<file path="config.mk">
export PLATFORM = sky130hd
export DESIGN_NAME = ufc_top
export DESIGN_NICKNAME = d
export VERILOG_FILES = /design/src/common/ufc_pkg.sv /design/src/ufc_top.sv
export SDC_FILE = /design/constraint.sdc
export NUM_CORES = 1
export LEC_CHECK = 0
export BUFFER_PORTS_ARGS = -buffer_cell sky130_fd_sc_hd__buf_4
export CAP_MARGIN = 40
export CORE_ASPECT_RATIO = 1.25
export CORE_MARGIN = 2
export CORE_UTILIZATION = 50
export DETAILED_ROUTE_END_ITERATION = 12
export GPL_ROUTABILITY_DRIVEN = 0
export PLACE_DENSITY = 0.7
export SYNTH_ARGS = -nofsm -noshare
export SYNTH_HDL_FRONTEND = slang
export SYNTH_SLANG_ARGS = --single-unit
</file>
<file path="constraint.sdc">
create_clock -name aclk -period 5.3 [get_ports aclk]
set_clock_uncertainty 0.15 [all_clocks]
set_input_delay 0 -clock aclk [delete_from_list [all_inputs] [get_ports aclk]]
set_output_delay 0 -clock aclk [all_outputs]
set_load 0.01 [all_outputs]
</file>
<file path="src/common/ufc_pkg.sv">
/*
 * Constants, field layouts and types for the serial port frame-format
 * control block. Assumes a 32-bit AXI4-Lite bus with byte addresses.
 */
package ufc_pkg;
  // Register byte offsets
  localparam logic [11:0] UFC_OFS_DATA   = 12'h000;
  localparam logic [11:0] UFC_OFS_FLAGS  = 12'h018;
  localparam logic [11:0] UFC_OFS_DIVINT = 12'h024;
  localparam logic [11:0] UFC_OFS_LINE   = 12'h02C;
  localparam logic [11:0] UFC_OFS_CTL    = 12'h030;
  // Port control bit positions
  localparam int UFC_CTL_MODULE_EN = 0;
  localparam int UFC_CTL_CARD      = 3;
  localparam int UFC_CTL_TX_EN     = 8;
  localparam int UFC_CTL_RX_EN     = 9;
  // Flag register bit positions
  localparam int UFC_FLG_BUSY      = 3;
  localparam int UFC_FLG_RX_EMPTY  = 4;
  localparam int UFC_FLG_TX_FULL   = 5;
  localparam int UFC_FLG_RX_FULL   = 6;
  localparam int UFC_FLG_TX_EMPTY  = 7;
  // Reset values
  localparam logic [31:0] UFC_CTL_RESET  = 32'h0000_0300;
  localparam logic [7:0]  UFC_LINE_RESET = 8'h00;
  localparam logic [15:0] UFC_DIV_RESET  = 16'h0000;
  // Buffer depths: FIFO mode and character mode
  localparam logic [4:0]  UFC_FIFO_DEPTH = 5'h10;
  localparam logic [4:0]  UFC_CHAR_DEPTH = 5'h01;
  localparam logic [1:0]  UFC_RESP_OKAY   = 2'h0;
  localparam logic [1:0]  UFC_RESP_SLVERR = 2'h2;

  // Line frame control, bit 7 down to bit 0
  typedef struct packed {
    logic       stick_parity_sel;
    logic [1:0] word_length_sel;
    logic       fifo_enable;
    logic       two_stop_select;
    logic       even_parity_select;
    logic       parity_enable;
    logic       send_break;
  } ufc_line_t;

  typedef struct packed {
    logic module_enable;
    logic card_mode;
    logic transmit_enable;
    logic receive_enable;
  } ufc_ctl_t;

  // Received entry: errors above the data byte
  typedef struct packed {
    logic       parity_err;
    logic       frame_err;
    logic [7:0] data;
  } ufc_rx_t;
endpackage : ufc_pkg

</file>
<file path="src/ufc_top.sv">
/*
 * Frame-format and enable control of an asynchronous serial port, with
 * transmitter, receiver, buffers and an AXI4-Lite register slave.
 * Assumes serial_in_pin is already synchronous to aclk.
 */
// Implementation choice: the AXI4-Lite interface to the registers.
// Contract
// - FIFO enable set: both buffers are FIFOs
// - FIFO enable clear: one-byte holding registers
// - Two-stop select set: two stop bits sent
// - Receiver never checks a second stop bit
// - Card mode forces two stop bits
// - Two-stop select clear: one stop bit
// - Even select: even count of ones
// - Even select clear: odd parity
// - Even select ignored without parity enable
// - Parity enable inserts and checks parity
// - Parity disabled: no bit, no check
// - Break: finish character, then hold low
// - Reset clears control except both enables
// - Transfer only while module enable set
// - Disable mid-character completes that character
// - Word length code selects five to eight
// - Stick parity sends constant parity bit
// - Divisor takes effect on line register write
`timescale 1ns/1ps
module ufc_top (
  input  wire logic        aclk,
  input  wire logic        aresetn,
  input  wire logic [31:0] s_axi_awaddr,
  input  wire logic        s_axi_awvalid,
  output logic             s_axi_awready,
  input  wire logic [31:0] s_axi_wdata,
  input  wire logic [3:0]  s_axi_wstrb,
  input  wire logic        s_axi_wvalid,
  output logic             s_axi_wready,
  output logic [1:0]       s_axi_bresp,
  output logic             s_axi_bvalid,
  input  wire logic        s_axi_bready,
  input  wire logic [31:0] s_axi_araddr,
  input  wire logic        s_axi_arvalid,
  output logic             s_axi_arready,
  output logic [31:0]      s_axi_rdata,
  output logic [1:0]       s_axi_rresp,
  output logic             s_axi_rvalid,
  input  wire logic        s_axi_rready,
  input  wire logic        serial_in_pin,
  output logic             serial_out_pin
);
  // Parity bit for a character under the current line settings
  function automatic logic ufc_parity(input logic [7:0] d,
                                      input ufc_pkg::ufc_line_t l);
    logic [7:0] mask;
    mask = 8'hFF >> (2'd3 - l.word_length_sel);
    if (l.stick_parity_sel)
      ufc_parity = ~l.even_parity_select;
    else
      ufc_parity = (^(d & mask)) ^ ~l.even_parity_select;
  endfunction : ufc_parity

  // Byte-lane merge for partial writes
  function automatic logic [31:0] ufc_merge(input logic [31:0] old,
                                            input logic [31:0] wd,
                                            input logic [3:0]  strb);
    for (int i = 0; i < 4; i++)
      ufc_merge[i*8 +: 8] = strb[i] ? wd[i*8 +: 8] : old[i*8 +: 8];
  endfunction : ufc_merge

  ufc_pkg::ufc_ctl_t   ctl,        next_ctl;
  ufc_pkg::ufc_line_t  line,       next_line;
  logic [15:0]         div_int,    next_div_int;
  logic [15:0]         div_active, next_div_active;
  logic [7:0]          tx_mem [16];
  logic [7:0]          next_tx_mem [16];
  ufc_pkg::ufc_rx_t    rx_mem [16];
  ufc_pkg::ufc_rx_t    next_rx_mem [16];
  logic [3:0]          tx_rd,      next_tx_rd;
  logic [4:0]          tx_cnt,     next_tx_cnt;
  logic [3:0]          rx_rd,      next_rx_rd;
  logic [4:0]          rx_cnt,     next_rx_cnt;
  logic                aw_got,     next_aw_got;
  logic                w_got,      next_w_got;
  logic [11:0]         aw_addr,    next_aw_addr;
  logic [31:0]         w_data,     next_w_data;
  logic [3:0]          w_strb,     next_w_strb;
  logic                next_awready, next_wready, next_bvalid;
  logic                next_arready, next_rvalid;
  logic [1:0]          next_bresp, next_rresp;
  logic [31:0]         next_rdata;
  logic [4:0]          cap;
  logic [31:0]         merged;
  logic                tx_pop;
  logic                rx_push;
  ufc_pkg::ufc_rx_t    rx_entry;

  typedef enum {TX_IDLE, TX_START, TX_DATA, TX_PARITY, TX_STOP, TX_BREAK}
    ufc_tx_state_t;
  ufc_tx_state_t tx_state, next_tx_state;
  logic [15:0]         tx_timer,   next_tx_timer;
  logic [2:0]          tx_idx,     next_tx_idx;
  logic [7:0]          tx_shift,   next_tx_shift;
  logic                tx_par,     next_tx_par;
  logic                tx_more,    next_tx_more;
  logic                next_serial_out;
  logic [2:0]          last_idx;

  typedef enum {RX_IDLE, RX_START, RX_DATA, RX_PARITY, RX_STOP}
    ufc_rx_state_t;
  ufc_rx_state_t rx_state, next_rx_state;
  logic [15:0]         rx_timer,   next_rx_timer;
  logic [2:0]          rx_idx,     next_rx_idx;
  logic [7:0]          rx_shift,   next_rx_shift;
  logic                rx_perr,    next_rx_perr;
  logic [7:0]          rx_data;

  // Data bits per frame minus one: 4 + code
  assign last_idx = {1'b0, line.word_length_sel} + 3'd4;
  // Receive shift fills from the top; align short words down
  assign rx_data  = rx_shift >> (2'd3 - line.word_length_sel);

  // Bus slave, registers and both buffers
  always_comb begin
    next_ctl        = ctl;
    next_line       = line;
    next_div_int    = div_int;
    next_div_active = div_active;
    next_tx_mem     = tx_mem;
    next_rx_mem     = rx_mem;
    next_tx_rd      = tx_rd;
    next_tx_cnt     = tx_cnt;
    next_rx_rd      = rx_rd;
    next_rx_cnt     = rx_cnt;
    next_aw_got     = aw_got;
    next_w_got      = w_got;
    next_aw_addr    = aw_addr;
    next_w_data     = w_data;
    next_w_strb     = w_strb;
    next_bvalid     = s_axi_bvalid;
    next_bresp      = s_axi_bresp;
    next_rvalid     = s_axi_rvalid;
    next_rresp      = s_axi_rresp;
    next_rdata      = s_axi_rdata;
    merged          = 32'h0000_0000;
    // Character mode shrinks each buffer to one byte
    cap = line.fifo_enable ? ufc_pkg::UFC_FIFO_DEPTH
                           : ufc_pkg::UFC_CHAR_DEPTH;
    // Transmitter drain, receiver fill; a full buffer drops the entry
    if (tx_pop) begin
      next_tx_rd  = tx_rd + 4'h1;
      next_tx_cnt = tx_cnt - 5'h01;
    end
    if (rx_push && rx_cnt < cap) begin
      next_rx_mem[4'(rx_rd + rx_cnt[3:0])] = rx_entry;
      next_rx_cnt = next_rx_cnt + 5'h01;
    end
    if (s_axi_awvalid && s_axi_awready) begin
      next_aw_got  = 1'b1;
      next_aw_addr = s_axi_awaddr[11:0];
    end
    if (s_axi_wvalid && s_axi_wready) begin
      next_w_got  = 1'b1;
      next_w_data = s_axi_wdata;
      next_w_strb = s_axi_wstrb;
    end
    if (s_axi_bvalid && s_axi_bready)
      next_bvalid = 1'b0;
    // Write happens once both address and data are held
    if (aw_got && w_got && !s_axi_bvalid) begin
      next_aw_got = 1'b0;
      next_w_got  = 1'b0;
      next_bvalid = 1'b1;
      next_bresp  = ufc_pkg::UFC_RESP_OKAY;
      case (aw_addr)
        ufc_pkg::UFC_OFS_DATA: begin
          merged = ufc_merge(32'h0000_0000, w_data, w_strb);
          if (next_tx_cnt < cap) begin
            next_tx_mem[4'(tx_rd + tx_cnt[3:0])] = merged[7:0];
            next_tx_cnt = next_tx_cnt + 5'h01;
          end
        end
        ufc_pkg::UFC_OFS_DIVINT: begin
          merged       = ufc_merge({16'h0000, div_int}, w_data, w_strb);
          next_div_int = merged[15:0];
        end
        ufc_pkg::UFC_OFS_LINE: begin
          merged    = ufc_merge({24'h00_0000, line}, w_data, w_strb);
          next_line = merged[7:0];
          next_div_active = div_int;
          // Clearing FIFO enable empties the transmit buffer
          if (line.fifo_enable && !next_line.fifo_enable) begin
            next_tx_cnt = 5'h00;
          end
        end
        ufc_pkg::UFC_OFS_CTL: begin
          merged = ufc_merge({22'h00_0000, ctl.receive_enable,
                              ctl.transmit_enable, 4'h0, ctl.card_mode,
                              2'h0, ctl.module_enable}, w_data, w_strb);
          next_ctl.module_enable   = merged[ufc_pkg::UFC_CTL_MODULE_EN];
          next_ctl.card_mode       = merged[ufc_pkg::UFC_CTL_CARD];
          next_ctl.transmit_enable = merged[ufc_pkg::UFC_CTL_TX_EN];
          next_ctl.receive_enable  = merged[ufc_pkg::UFC_CTL_RX_EN];
        end
        ufc_pkg::UFC_OFS_FLAGS: ;
        default: next_bresp = ufc_pkg::UFC_RESP_SLVERR;
      endcase
    end
    if (s_axi_rvalid && s_axi_rready)
      next_rvalid = 1'b0;
    // Read answer; reading data pops the receive buffer
    if (s_axi_arvalid && s_axi_arready) begin
      next_rvalid = 1'b1;
      next_rresp  = ufc_pkg::UFC_RESP_OKAY;
      next_rdata  = 32'h0000_0000;
      case (s_axi_araddr[11:0])
        ufc_pkg::UFC_OFS_DATA: begin
          if (rx_cnt != 5'h00) begin
            next_rdata[9:0] = rx_mem[rx_rd];
            next_rx_rd      = rx_rd + 4'h1;
            next_rx_cnt     = next_rx_cnt - 5'h01;
          end
        end
        ufc_pkg::UFC_OFS_FLAGS: begin
          next_rdata[ufc_pkg::UFC_FLG_BUSY]     = tx_state != TX_IDLE;
          next_rdata[ufc_pkg::UFC_FLG_RX_EMPTY] = rx_cnt == 5'h00;
          next_rdata[ufc_pkg::UFC_FLG_TX_FULL]  = tx_cnt >= cap;
          next_rdata[ufc_pkg::UFC_FLG_RX_FULL]  = rx_cnt >= cap;
          next_rdata[ufc_pkg::UFC_FLG_TX_EMPTY] = tx_cnt == 5'h00;
        end
        ufc_pkg::UFC_OFS_DIVINT: next_rdata[15:0] = div_int;
        ufc_pkg::UFC_OFS_LINE:   next_rdata[7:0]  = line;
        ufc_pkg::UFC_OFS_CTL: begin
          next_rdata[ufc_pkg::UFC_CTL_MODULE_EN] = ctl.module_enable;
          next_rdata[ufc_pkg::UFC_CTL_CARD]      = ctl.card_mode;
          next_rdata[ufc_pkg::UFC_CTL_TX_EN]     = ctl.transmit_enable;
          next_rdata[ufc_pkg::UFC_CTL_RX_EN]     = ctl.receive_enable;
        end
        default: next_rresp = ufc_pkg::UFC_RESP_SLVERR;
      endcase
    end
    next_awready = !next_aw_got;
    next_wready  = !next_w_got;
    next_arready = !next_rvalid;
  end

  // Register group; control resets with both enables set
  always_ff @(posedge aclk) begin
    if (!aresetn) begin
      ctl.module_enable   <= ufc_pkg::UFC_CTL_RESET[ufc_pkg::UFC_CTL_MODULE_EN];
      ctl.card_mode       <= ufc_pkg::UFC_CTL_RESET[ufc_pkg::UFC_CTL_CARD];
      ctl.transmit_enable <= ufc_pkg::UFC_CTL_RESET[ufc_pkg::UFC_CTL_TX_EN];
      ctl.receive_enable  <= ufc_pkg::UFC_CTL_RESET[ufc_pkg::UFC_CTL_RX_EN];
      line          <= ufc_pkg::UFC_LINE_RESET;
      div_int       <= ufc_pkg::UFC_DIV_RESET;
      div_active    <= ufc_pkg::UFC_DIV_RESET;
      tx_rd         <= 4'h0;
      tx_cnt        <= 5'h00;
      rx_rd         <= 4'h0;
      rx_cnt        <= 5'h00;
      aw_got        <= 1'b0;
      w_got         <= 1'b0;
      aw_addr       <= 12'h000;
      w_data        <= 32'h0000_0000;
      w_strb        <= 4'h0;
      s_axi_awready <= 1'b1;
      s_axi_wready  <= 1'b1;
      s_axi_bvalid  <= 1'b0;
      s_axi_bresp   <= ufc_pkg::UFC_RESP_OKAY;
      s_axi_arready <= 1'b1;
      s_axi_rvalid  <= 1'b0;
      s_axi_rresp   <= ufc_pkg::UFC_RESP_OKAY;
      s_axi_rdata   <= 32'h0000_0000;
    end else begin
      ctl           <= next_ctl;
      line          <= next_line;
      div_int       <= next_div_int;
      div_active    <= next_div_active;
      tx_rd         <= next_tx_rd;
      tx_cnt        <= next_tx_cnt;
      rx_rd         <= next_rx_rd;
      rx_cnt        <= next_rx_cnt;
      aw_got        <= next_aw_got;
      w_got         <= next_w_got;
      aw_addr       <= next_aw_addr;
      w_data        <= next_w_data;
      w_strb        <= next_w_strb;
      s_axi_awready <= next_awready;
      s_axi_wready  <= next_wready;
      s_axi_bvalid  <= next_bvalid;
      s_axi_bresp   <= next_bresp;
      s_axi_arready <= next_arready;
      s_axi_rvalid  <= next_rvalid;
      s_axi_rresp   <= next_rresp;
      s_axi_rdata   <= next_rdata;
    end
    // Buffer storage needs no reset: counts guard every read
    tx_mem <= next_tx_mem;
    rx_mem <= next_rx_mem;
  end

  // Transmitter; each bit lasts div_active + 1 clocks
  always_comb begin
    next_tx_state   = tx_state;
    next_tx_timer   = tx_timer;
    next_tx_idx     = tx_idx;
    next_tx_shift   = tx_shift;
    next_tx_par     = tx_par;
    next_tx_more    = tx_more;
    next_serial_out = serial_out_pin;
    tx_pop          = 1'b0;
    if (tx_state != TX_IDLE && tx_state != TX_BREAK)
      next_tx_timer = (tx_timer == 16'h0000) ? div_active
                                             : tx_timer - 16'h0001;
    case (tx_state)
      TX_IDLE: begin
        next_serial_out = 1'b1;
        // Break only from idle, so a character under way completes
        if (line.send_break) begin
          next_tx_state   = TX_BREAK;
          next_serial_out = 1'b0;
        end else if (ctl.module_enable && ctl.transmit_enable &&
                     tx_cnt != 5'h00) begin
          tx_pop          = 1'b1;
          next_tx_shift   = tx_mem[tx_rd];
          next_tx_par     = ufc_parity(tx_mem[tx_rd], line);
          next_tx_timer   = div_active;
          next_tx_state   = TX_START;
          next_serial_out = 1'b0;
        end
      end
      TX_START: if (tx_timer == 16'h0000) begin
        next_tx_state   = TX_DATA;
        next_tx_idx     = 3'h0;
        next_serial_out = tx_shift[0];
      end
      TX_DATA: if (tx_timer == 16'h0000) begin
        if (tx_idx == last_idx) begin
          next_tx_more = line.two_stop_select || ctl.card_mode;
          if (line.parity_enable) begin
            next_tx_state   = TX_PARITY;
            next_serial_out = tx_par;
          end else begin
            next_tx_state   = TX_STOP;
            next_serial_out = 1'b1;
          end
        end else begin
          next_tx_idx     = tx_idx + 3'h1;
          next_tx_shift   = tx_shift >> 1;
          next_serial_out = tx_shift[1];
        end
      end
      TX_PARITY: if (tx_timer == 16'h0000) begin
        next_tx_state   = TX_STOP;
        next_serial_out = 1'b1;
      end
      // Mid-character disable is ignored until the last stop bit
      TX_STOP: if (tx_timer == 16'h0000) begin
        if (tx_more)
          next_tx_more  = 1'b0;
        else
          next_tx_state = TX_IDLE;
      end
      TX_BREAK: begin
        next_serial_out = line.send_break ? 1'b0 : 1'b1;
        if (!line.send_break)
          next_tx_state = TX_IDLE;
      end
      default: next_tx_state = TX_IDLE;
    endcase
  end

  always_ff @(posedge aclk) begin
    if (!aresetn) begin
      tx_state       <= TX_IDLE;
      tx_timer       <= 16'h0000;
      tx_idx         <= 3'h0;
      tx_shift       <= 8'h00;
      tx_par         <= 1'b0;
      tx_more        <= 1'b0;
      serial_out_pin <= 1'b1;
    end else begin
      tx_state       <= next_tx_state;
      tx_timer       <= next_tx_timer;
      tx_idx         <= next_tx_idx;
      tx_shift       <= next_tx_shift;
      tx_par         <= next_tx_par;
      tx_more        <= next_tx_more;
      serial_out_pin <= next_serial_out;
    end
  end

  // Receiver; samples mid-bit, half a period after the start edge
  always_comb begin
    next_rx_state = rx_state;
    next_rx_timer = rx_timer;
    next_rx_idx   = rx_idx;
    next_rx_shift = rx_shift;
    next_rx_perr  = rx_perr;
    rx_push       = 1'b0;
    rx_entry      = {rx_perr, ~serial_in_pin, rx_data};
    if (rx_state != RX_IDLE)
      next_rx_timer = (rx_timer == 16'h0000) ? div_active
                                             : rx_timer - 16'h0001;
    case (rx_state)
      RX_IDLE: if (ctl.module_enable && ctl.receive_enable &&
                   !serial_in_pin) begin
        next_rx_state = RX_START;
        next_rx_timer = div_active >> 1;
        next_rx_perr  = 1'b0;
      end
      // A start bit gone high at mid-bit was a glitch
      RX_START: if (rx_timer == 16'h0000) begin
        next_rx_state = serial_in_pin ? RX_IDLE : RX_DATA;
        next_rx_idx   = 3'h0;
      end
      RX_DATA: if (rx_timer == 16'h0000) begin
        next_rx_shift = {serial_in_pin, rx_shift[7:1]};
        next_rx_idx   = rx_idx + 3'h1;
        if (rx_idx == last_idx)
          next_rx_state = line.parity_enable ? RX_PARITY
                                             : RX_STOP;
      end
      RX_PARITY: if (rx_timer == 16'h0000) begin
        next_rx_perr  = serial_in_pin != ufc_parity(rx_data, line);
        next_rx_state = RX_STOP;
      end
      // Only the first stop bit is checked; a second one reads as idle
      RX_STOP: if (rx_timer == 16'h0000) begin
        rx_push       = 1'b1;
        next_rx_state = RX_IDLE;
      end
      default: next_rx_state = RX_IDLE;
    endcase
  end

  always_ff @(posedge aclk) begin
    if (!aresetn) begin
      rx_state <= RX_IDLE;
      rx_timer <= 16'h0000;
      rx_idx   <= 3'h0;
      rx_shift <= 8'h00;
      rx_perr  <= 1'b0;
    end else begin
      rx_state <= next_rx_state;
      rx_timer <= next_rx_timer;
      rx_idx   <= next_rx_idx;
      rx_shift <= next_rx_shift;
      rx_perr  <= next_rx_perr;
    end
  end
endmodule : ufc_top

</file>
# Word level (Yosys, flattened, before mapping)
# Cells that the tools add are included.
word_totals:
  regBits: 529
  inputBits: 108
op_classes:
  n_addsub: 14
  n_lt_le_gt_ge: 10
  n_eq_ne: 38
  shift: 2
  muxes: 106
  bitwise_logic: 11
  reduce_logical: 64
ops:
  columns: ["cell", "n"]
  rows:
  - ["2-to-1 mux 32 bit", 15]
  - ["one-hot mux 32 bit (6 select lines)", 1]
  - ["bitwise mux 160 bit", 1]
  - ["one-hot mux 32 bit (5 select lines)", 1]
  - ["2-to-1 mux 16 bit", 9]
  - ["bitwise mux 128 bit", 1]
  - ["equality test 32 x 2 -> 1 bit (second input constant)", 4]
  - ["equality test 32 x 3 -> 1 bit (second input constant)", 3]
  - ["equality test 12 x 6 -> 1 bit (second input constant)", 6]
  - ["equality test 32 x 1 -> 1 bit (second input constant)", 2]
  - ["zero test 32 bit", 2]
  - ["2-to-1 mux 8 bit", 8]
  - ["nonzero test 32 bit", 2]
  - ["2-to-1 mux 5 bit", 10]
  - ["binary-select mux 10 bit (select 4 bit)", 1]
  - ["demux 10 bit (select 4 bit)", 1]
  - ["2-to-1 mux 10 bit", 4]
  - ["binary-select mux 8 bit (select 4 bit)", 1]
  - ["demux 8 bit (select 4 bit)", 1]
  - ["zero test 16 bit", 2]
  - ["!= test 2 bit (second input constant)", 16]
  - ["!= test 32 x 4 -> 1 bit (second input constant)", 1]
  - ["subtractor 16 x 1 -> 16 bit (second input constant)", 2]
  - ["2-to-1 mux 1 bit", 30]
  - ["other kinds (47)", 121]

# Logic depth before layout (Yosys ltp)
logic_depth:
  ltp_word: 11
  mapped_depth: 13
  depth_no_buf: 12

# Least setup slack after synthesis
# OpenSTA, ideal clock, no wires.
synth_path:
  path_type: "flip-flop to flip-flop"
  start: "reg tx_state[0]"
  end: "reg tx_mem[24] (netlist bit) (enable)"
  setup_ps: 370
  arrival_ps: 3269
  t_required_ps: 4780
  path_slack_ps: 1510
  path_stages_with_launch: 12
  period_less_slack_ps: 3790
  path_cell_list: "dfxtp_1 -> clkbuf_1 -> or4_1 -> nor3_1 -> clkbuf_1 -> nand3_1 -> xnor2_1 -> ha_1 -> a21o_1 -> nor3_1 -> nand3b_1 -> nor2_1"
synth_via:
  elab_chain_cells: 5
synth_lines:
  columns: ["element", "line_no", "rtl"]
  rows:
  - ["start, declared", "ufc_top.sv:98", "ufc_tx_state_t tx_state, next_tx_state;"]
  - ["start signal, assigned", "ufc_top.sv:381", "tx_state <= next_tx_state;"]
  - ["zero test 32 bit", "ufc_top.sv:313", "case (tx_state)"]
  - ["2-to-1 mux 1 bit", "ufc_top.sv:313", null]
  - ["2-to-1 mux 5 bit", "ufc_top.sv:148", "if (tx_pop) begin"]
  - ["less-than comparator 5 bit", "ufc_top.sv:176", "if (next_tx_cnt < cap) begin"]
  - ["AND reduction 3 bit (no line)", null, null]
  - ["end signal, assigned", "ufc_top.sv:296", "tx_mem <= next_tx_mem;"]
  - ["end, declared", "ufc_top.sv:73", "logic [7:0] tx_mem [16];"]
# Every way passes these cells.
# A chain may end at the register's enable or synchronous reset.

# Worst setup path after layout
layout_path:
  start: "reg tx_state[2]"
  end: "reg tx_mem[56] (netlist bit) (enable)"
# The elaborated chain is that of the path after synthesis.

==> impl_metrics.sql <==
INSERT INTO impl_metrics (metric_group, metric, value, unit) VALUES
('outcome', 'outcome', 'finished, final reports clean', ''),
('cts', 'clock_sink_count', '469', ''),
('synthesis', 'yosysMostFrequentCell', 'edfxtp_1', ''),
('pwr', 'power.density_cell_area', '339.6', 'mW/mm^2'),
('setup_path', 'worst_setup_path_start_kind', 'register', ''),
('min_path', 'hp-start', 's_axi_wvalid', ''),
('synthesis', 'sequential_element_share_of_the_synthesized_area', '0.5926', ''),
('setup_path', 'critPathMaxStageDelay', '740', 'ps'),
('sta', 'final_sum_of_negative_setup_slack', '0', 'ps'),
('synthesis', 'synth.top_cells.by_area', 'edfxtp_1, dfxtp_1, mux4_2', ''),
('setup_path', 'critical_path.n_buffers_inverters', '0', ''),
('cts', 'post_cts.repair.setup_buffers', '0', ''),
('pwr', 'max-vdd-ir-drop', '0.0003108', 'V'),
('run', 'drv_cap', '0', ''),
('cts', 'cts_inserted_buffers', '45', ''),
('setup_path', 'setup.reg_to_reg.worst_slack', '1100', 'ps'),
('synthesis', 'number_of_synthesized_flops_with_an_enable_pin', '288', ''),
('drt', 'drc', '0', ''),
('cts', 'clock_tree.htree_level_count', '2', ''),
('global_route', 'global_route_wire_length_before_repair', '78850', 'um'),
('global_route', 'grt.overflow.total', '0', ''),
('sta', 'timing.final.crit_share', '0.7917', ''),
('cts', 'cts_resized', '0', ''),
('drt', 'detail-route-antenna-nets', '0', ''),
('setup_path', 'worstSetupEndpointType', 'register', ''),
('global_route', 'number_of_antenna_violations_at_the_first_check_in_global_routing', '2', ''),
('placement', 'dp_hpwl', '33360', 'um'),
('setup_path', 'worstSetupStartpoint', 'tx_state[2]', ''),
('setup_path', 'critPathMaxFanout', '21', ''),
('layout', 'layout-area-overhead-vs-synth', '16.73', '%'),
('min_path', 'hold_end', 'w_data[4]', ''),
('synthesis', 'synth_commonest_cells', 'edfxtp_1, nand2_1, dfxtp_1, a21oi_1, nor2_1', ''),
('drt', 'detail_route.first_pass.iterations', '5', ''),
('sta', 'setup-violations-final', '0', ''),
('synthesis', 'synth-warning-count', '0', ''),
('drt', 'vias', '14316', ''),
('die', 'fp.dieArea', '0.04307', 'sq mm'),
('cts', 'clk_root_buffer_cell', 'clkbuf_16', ''),
('synthesis', 'asyncSetResetFlopFracSynth', '0', ''),
('global_route', 'grt_pass1_vias', '14374', ''),
('cts', 'clock_insertion_delay_at_the_later_pin_of_the_skew_report', '570', 'ps'),
('drt', 'detailedRoute.firstIterationViolations', '936', ''),
('pwr', 'power.static_leakage', '8.112', 'nW'),
('setup_path', 'path_class', 'register to register', ''),
('synthesis', 'synth_top_cell_by_area', 'edfxtp_1', ''),
('global_route', 'grtUsageTotal', '0.2374', ''),
('placement', 'placed_cells_incl_taps', '2299', ''),
('synthesis', 'post_synth_instance_area', '0.02071', 'sq mm'),
('drt', 'top_layer_used', 'met4', ''),
('drt', 'routed_wl_met3', '2209', 'um'),
('drt', 'detail_route.wl_per_cell', '20.57', 'um'),
('layout', 'post_route_cells_drive_above_1_share', '0.1460', ''),
('sta', 'fmax', '238.3', 'MHz'),
('drt', 'drt-total-wl', '50840', 'um'),
('setup_path', 'critical-path-slowest-cell', 'nor2_1', ''),
('layout', 'nets', '2016', ''),
('setup_path', 'cpLargestDelayFamily', 'simple AND/OR/NAND/NOR gates', ''),
('sta', 'hold_viol_final', '0', ''),
('placement', 'detailedPlace.worstSlack', '1208', 'ps'),
('die', 'rows', '83', ''),
('synthesis', 'ys_dominant_reg_cell', 'edfxtp_1', ''),
('die', 'dieWidth', '186.0', 'um'),
('drt', 'route.met2.wl', '27080', 'um'),
('layout', 'final_cell_count_no_fill', '2472', ''),
('setup_path', 'crit_arrival', '4240', 'ps'),
('placement', 'placement.io_buffers', '73', ''),
('cts', 'hold_buffers', '88', ''),
('die', 'die_height', '231.5', 'um'),
('cts', 'clkTransAtPathRegs', '60', 'ps'),
('cts', 'tritoncts', 'done', ''),
('synthesis', 'netlist_instances', '1735', '');
cell families (layout without fill, tap and decap cells):
family                     count (synthesis)  count (layout)  share of synthesized area
and+or+nand+nor                          561             561                     0.1237
DFF                                      469             469                     0.5926
AOI/OAI and AO/OA                        348             348                     0.1050
buffers and inverters                    143             309                    0.03238
muxes                                    129             129                     0.1045
xor gates and xnor gates                  58              58                    0.02519
adders and majority gates                 26              26                    0.01643
other                                      1              20                  0.0001811
report_power, final:
| group | total (mW) | switching, mW | internal, mW |
|---|---|---|---|
| Combinational | 0.929 | 0.555 | 0.375 |
| Sequential | 3.96 | 0.0689 | 3.89 |
| Clock | 3.32 | 1.41 | 1.91 |
cells in the final DEF (no fill, tap or decap), types with 8 or more instances in the layout:
master         count
a211oi_1          21
a21boi_0          11
a21oi_1          147
a221oi_1          29
a22oi_1           15
a31oi_1           10
and2_1            23
buf_4            109
clkbuf_16         45
conb_1            18
dfxtp_1          178
dlygate4sd3_1     88
edfxtp_1         288
ha_1              24
inv_1             26
mux2_2             8
mux2i_1           52
mux4_2            69
nand2_1          252
nand3_1           34
nand4_1           10
nor2_1           130
nor2b_1           23
nor3_1            25
nor4_1            14
o21ai_0           61
o22ai_1            8
or3_1              8
xnor2_1           39
xor2_1            18
tightest hold or removal path, cell delays in order:
cell and delay, ps:
buf_4 80, nand2_1 350, nand2_1 200, a21oi_1 60
layer usage:
| metal | track usage | vias to the layer above |
|---|---|---|
| li1 | - | 6689 |
| met1 | 0.2799 | 7101 |
| met2 | 0.4363 | 414 |
| met3 | 0.02938 | 112 |
| met4 | 0.09252 | 0 |
| met5 | 0 | - |
flip-flops by register name, indices dropped and copies added (netlist names), 2 cells and up:
name,flops
rx_rd,4
rx_shift,8
div_int,16
tx_timer,16
rx_idx,3
tx_idx,3
rx_timer,16
tx_shift,8
rx_cnt,5
w_strb,2
tx_mem,128
ctl,4
line,8
rx_mem,160
rx_state,3
w_data,16
tx_state,3
s_axi_rdata,16
div_active,16
tx_cnt,5
tx_rd,4
aw_addr,12
stage by stage:
| stage | util | power [mW] | instance area [sq um] | hold WS (ps) |
|---|---|---|---|---|
| floorplan | - | 4.701 | 20770 | -14.04 |
| global placement | 0.5292 | 4.869 | 21710 | 110.3 |
| detailed placement | 0.5306 | 4.899 | 21770 | 108.6 |
| CTS | 0.5892 | 8.223 | 24170 | 1.207 |
| global route | 0.5893 | 8.471 | 24170 | 75.05 |
| finish | 0.5893 | 8.210 | 24170 | 17.87 |
how the worst max path moves through the flow:
stage / to / slack, ps / cells past startpoint
CTS: tx_mem[48] / 1180 / 9
global placement: tx_mem[57] / 1260 / 8
global route: tx_mem[56] / 930 / 9
floorplan: tx_mem[24] / 1510 / 11
finish: tx_mem[56] / 1100 / 9
detailed placement: tx_mem[48] / 1210 / 9
layout make-up:
class	count	area, sq um
timing repair buffer	199	1730
fill	3182	16850
tap	552	690.7
clock inverter	29	332.8
multi-input combinational	1140	7846
inverter	27	103.9
antenna	2	5.005
sequential	469	12280
clock buffer	54	1190
(Power assumes the default switching activity.)
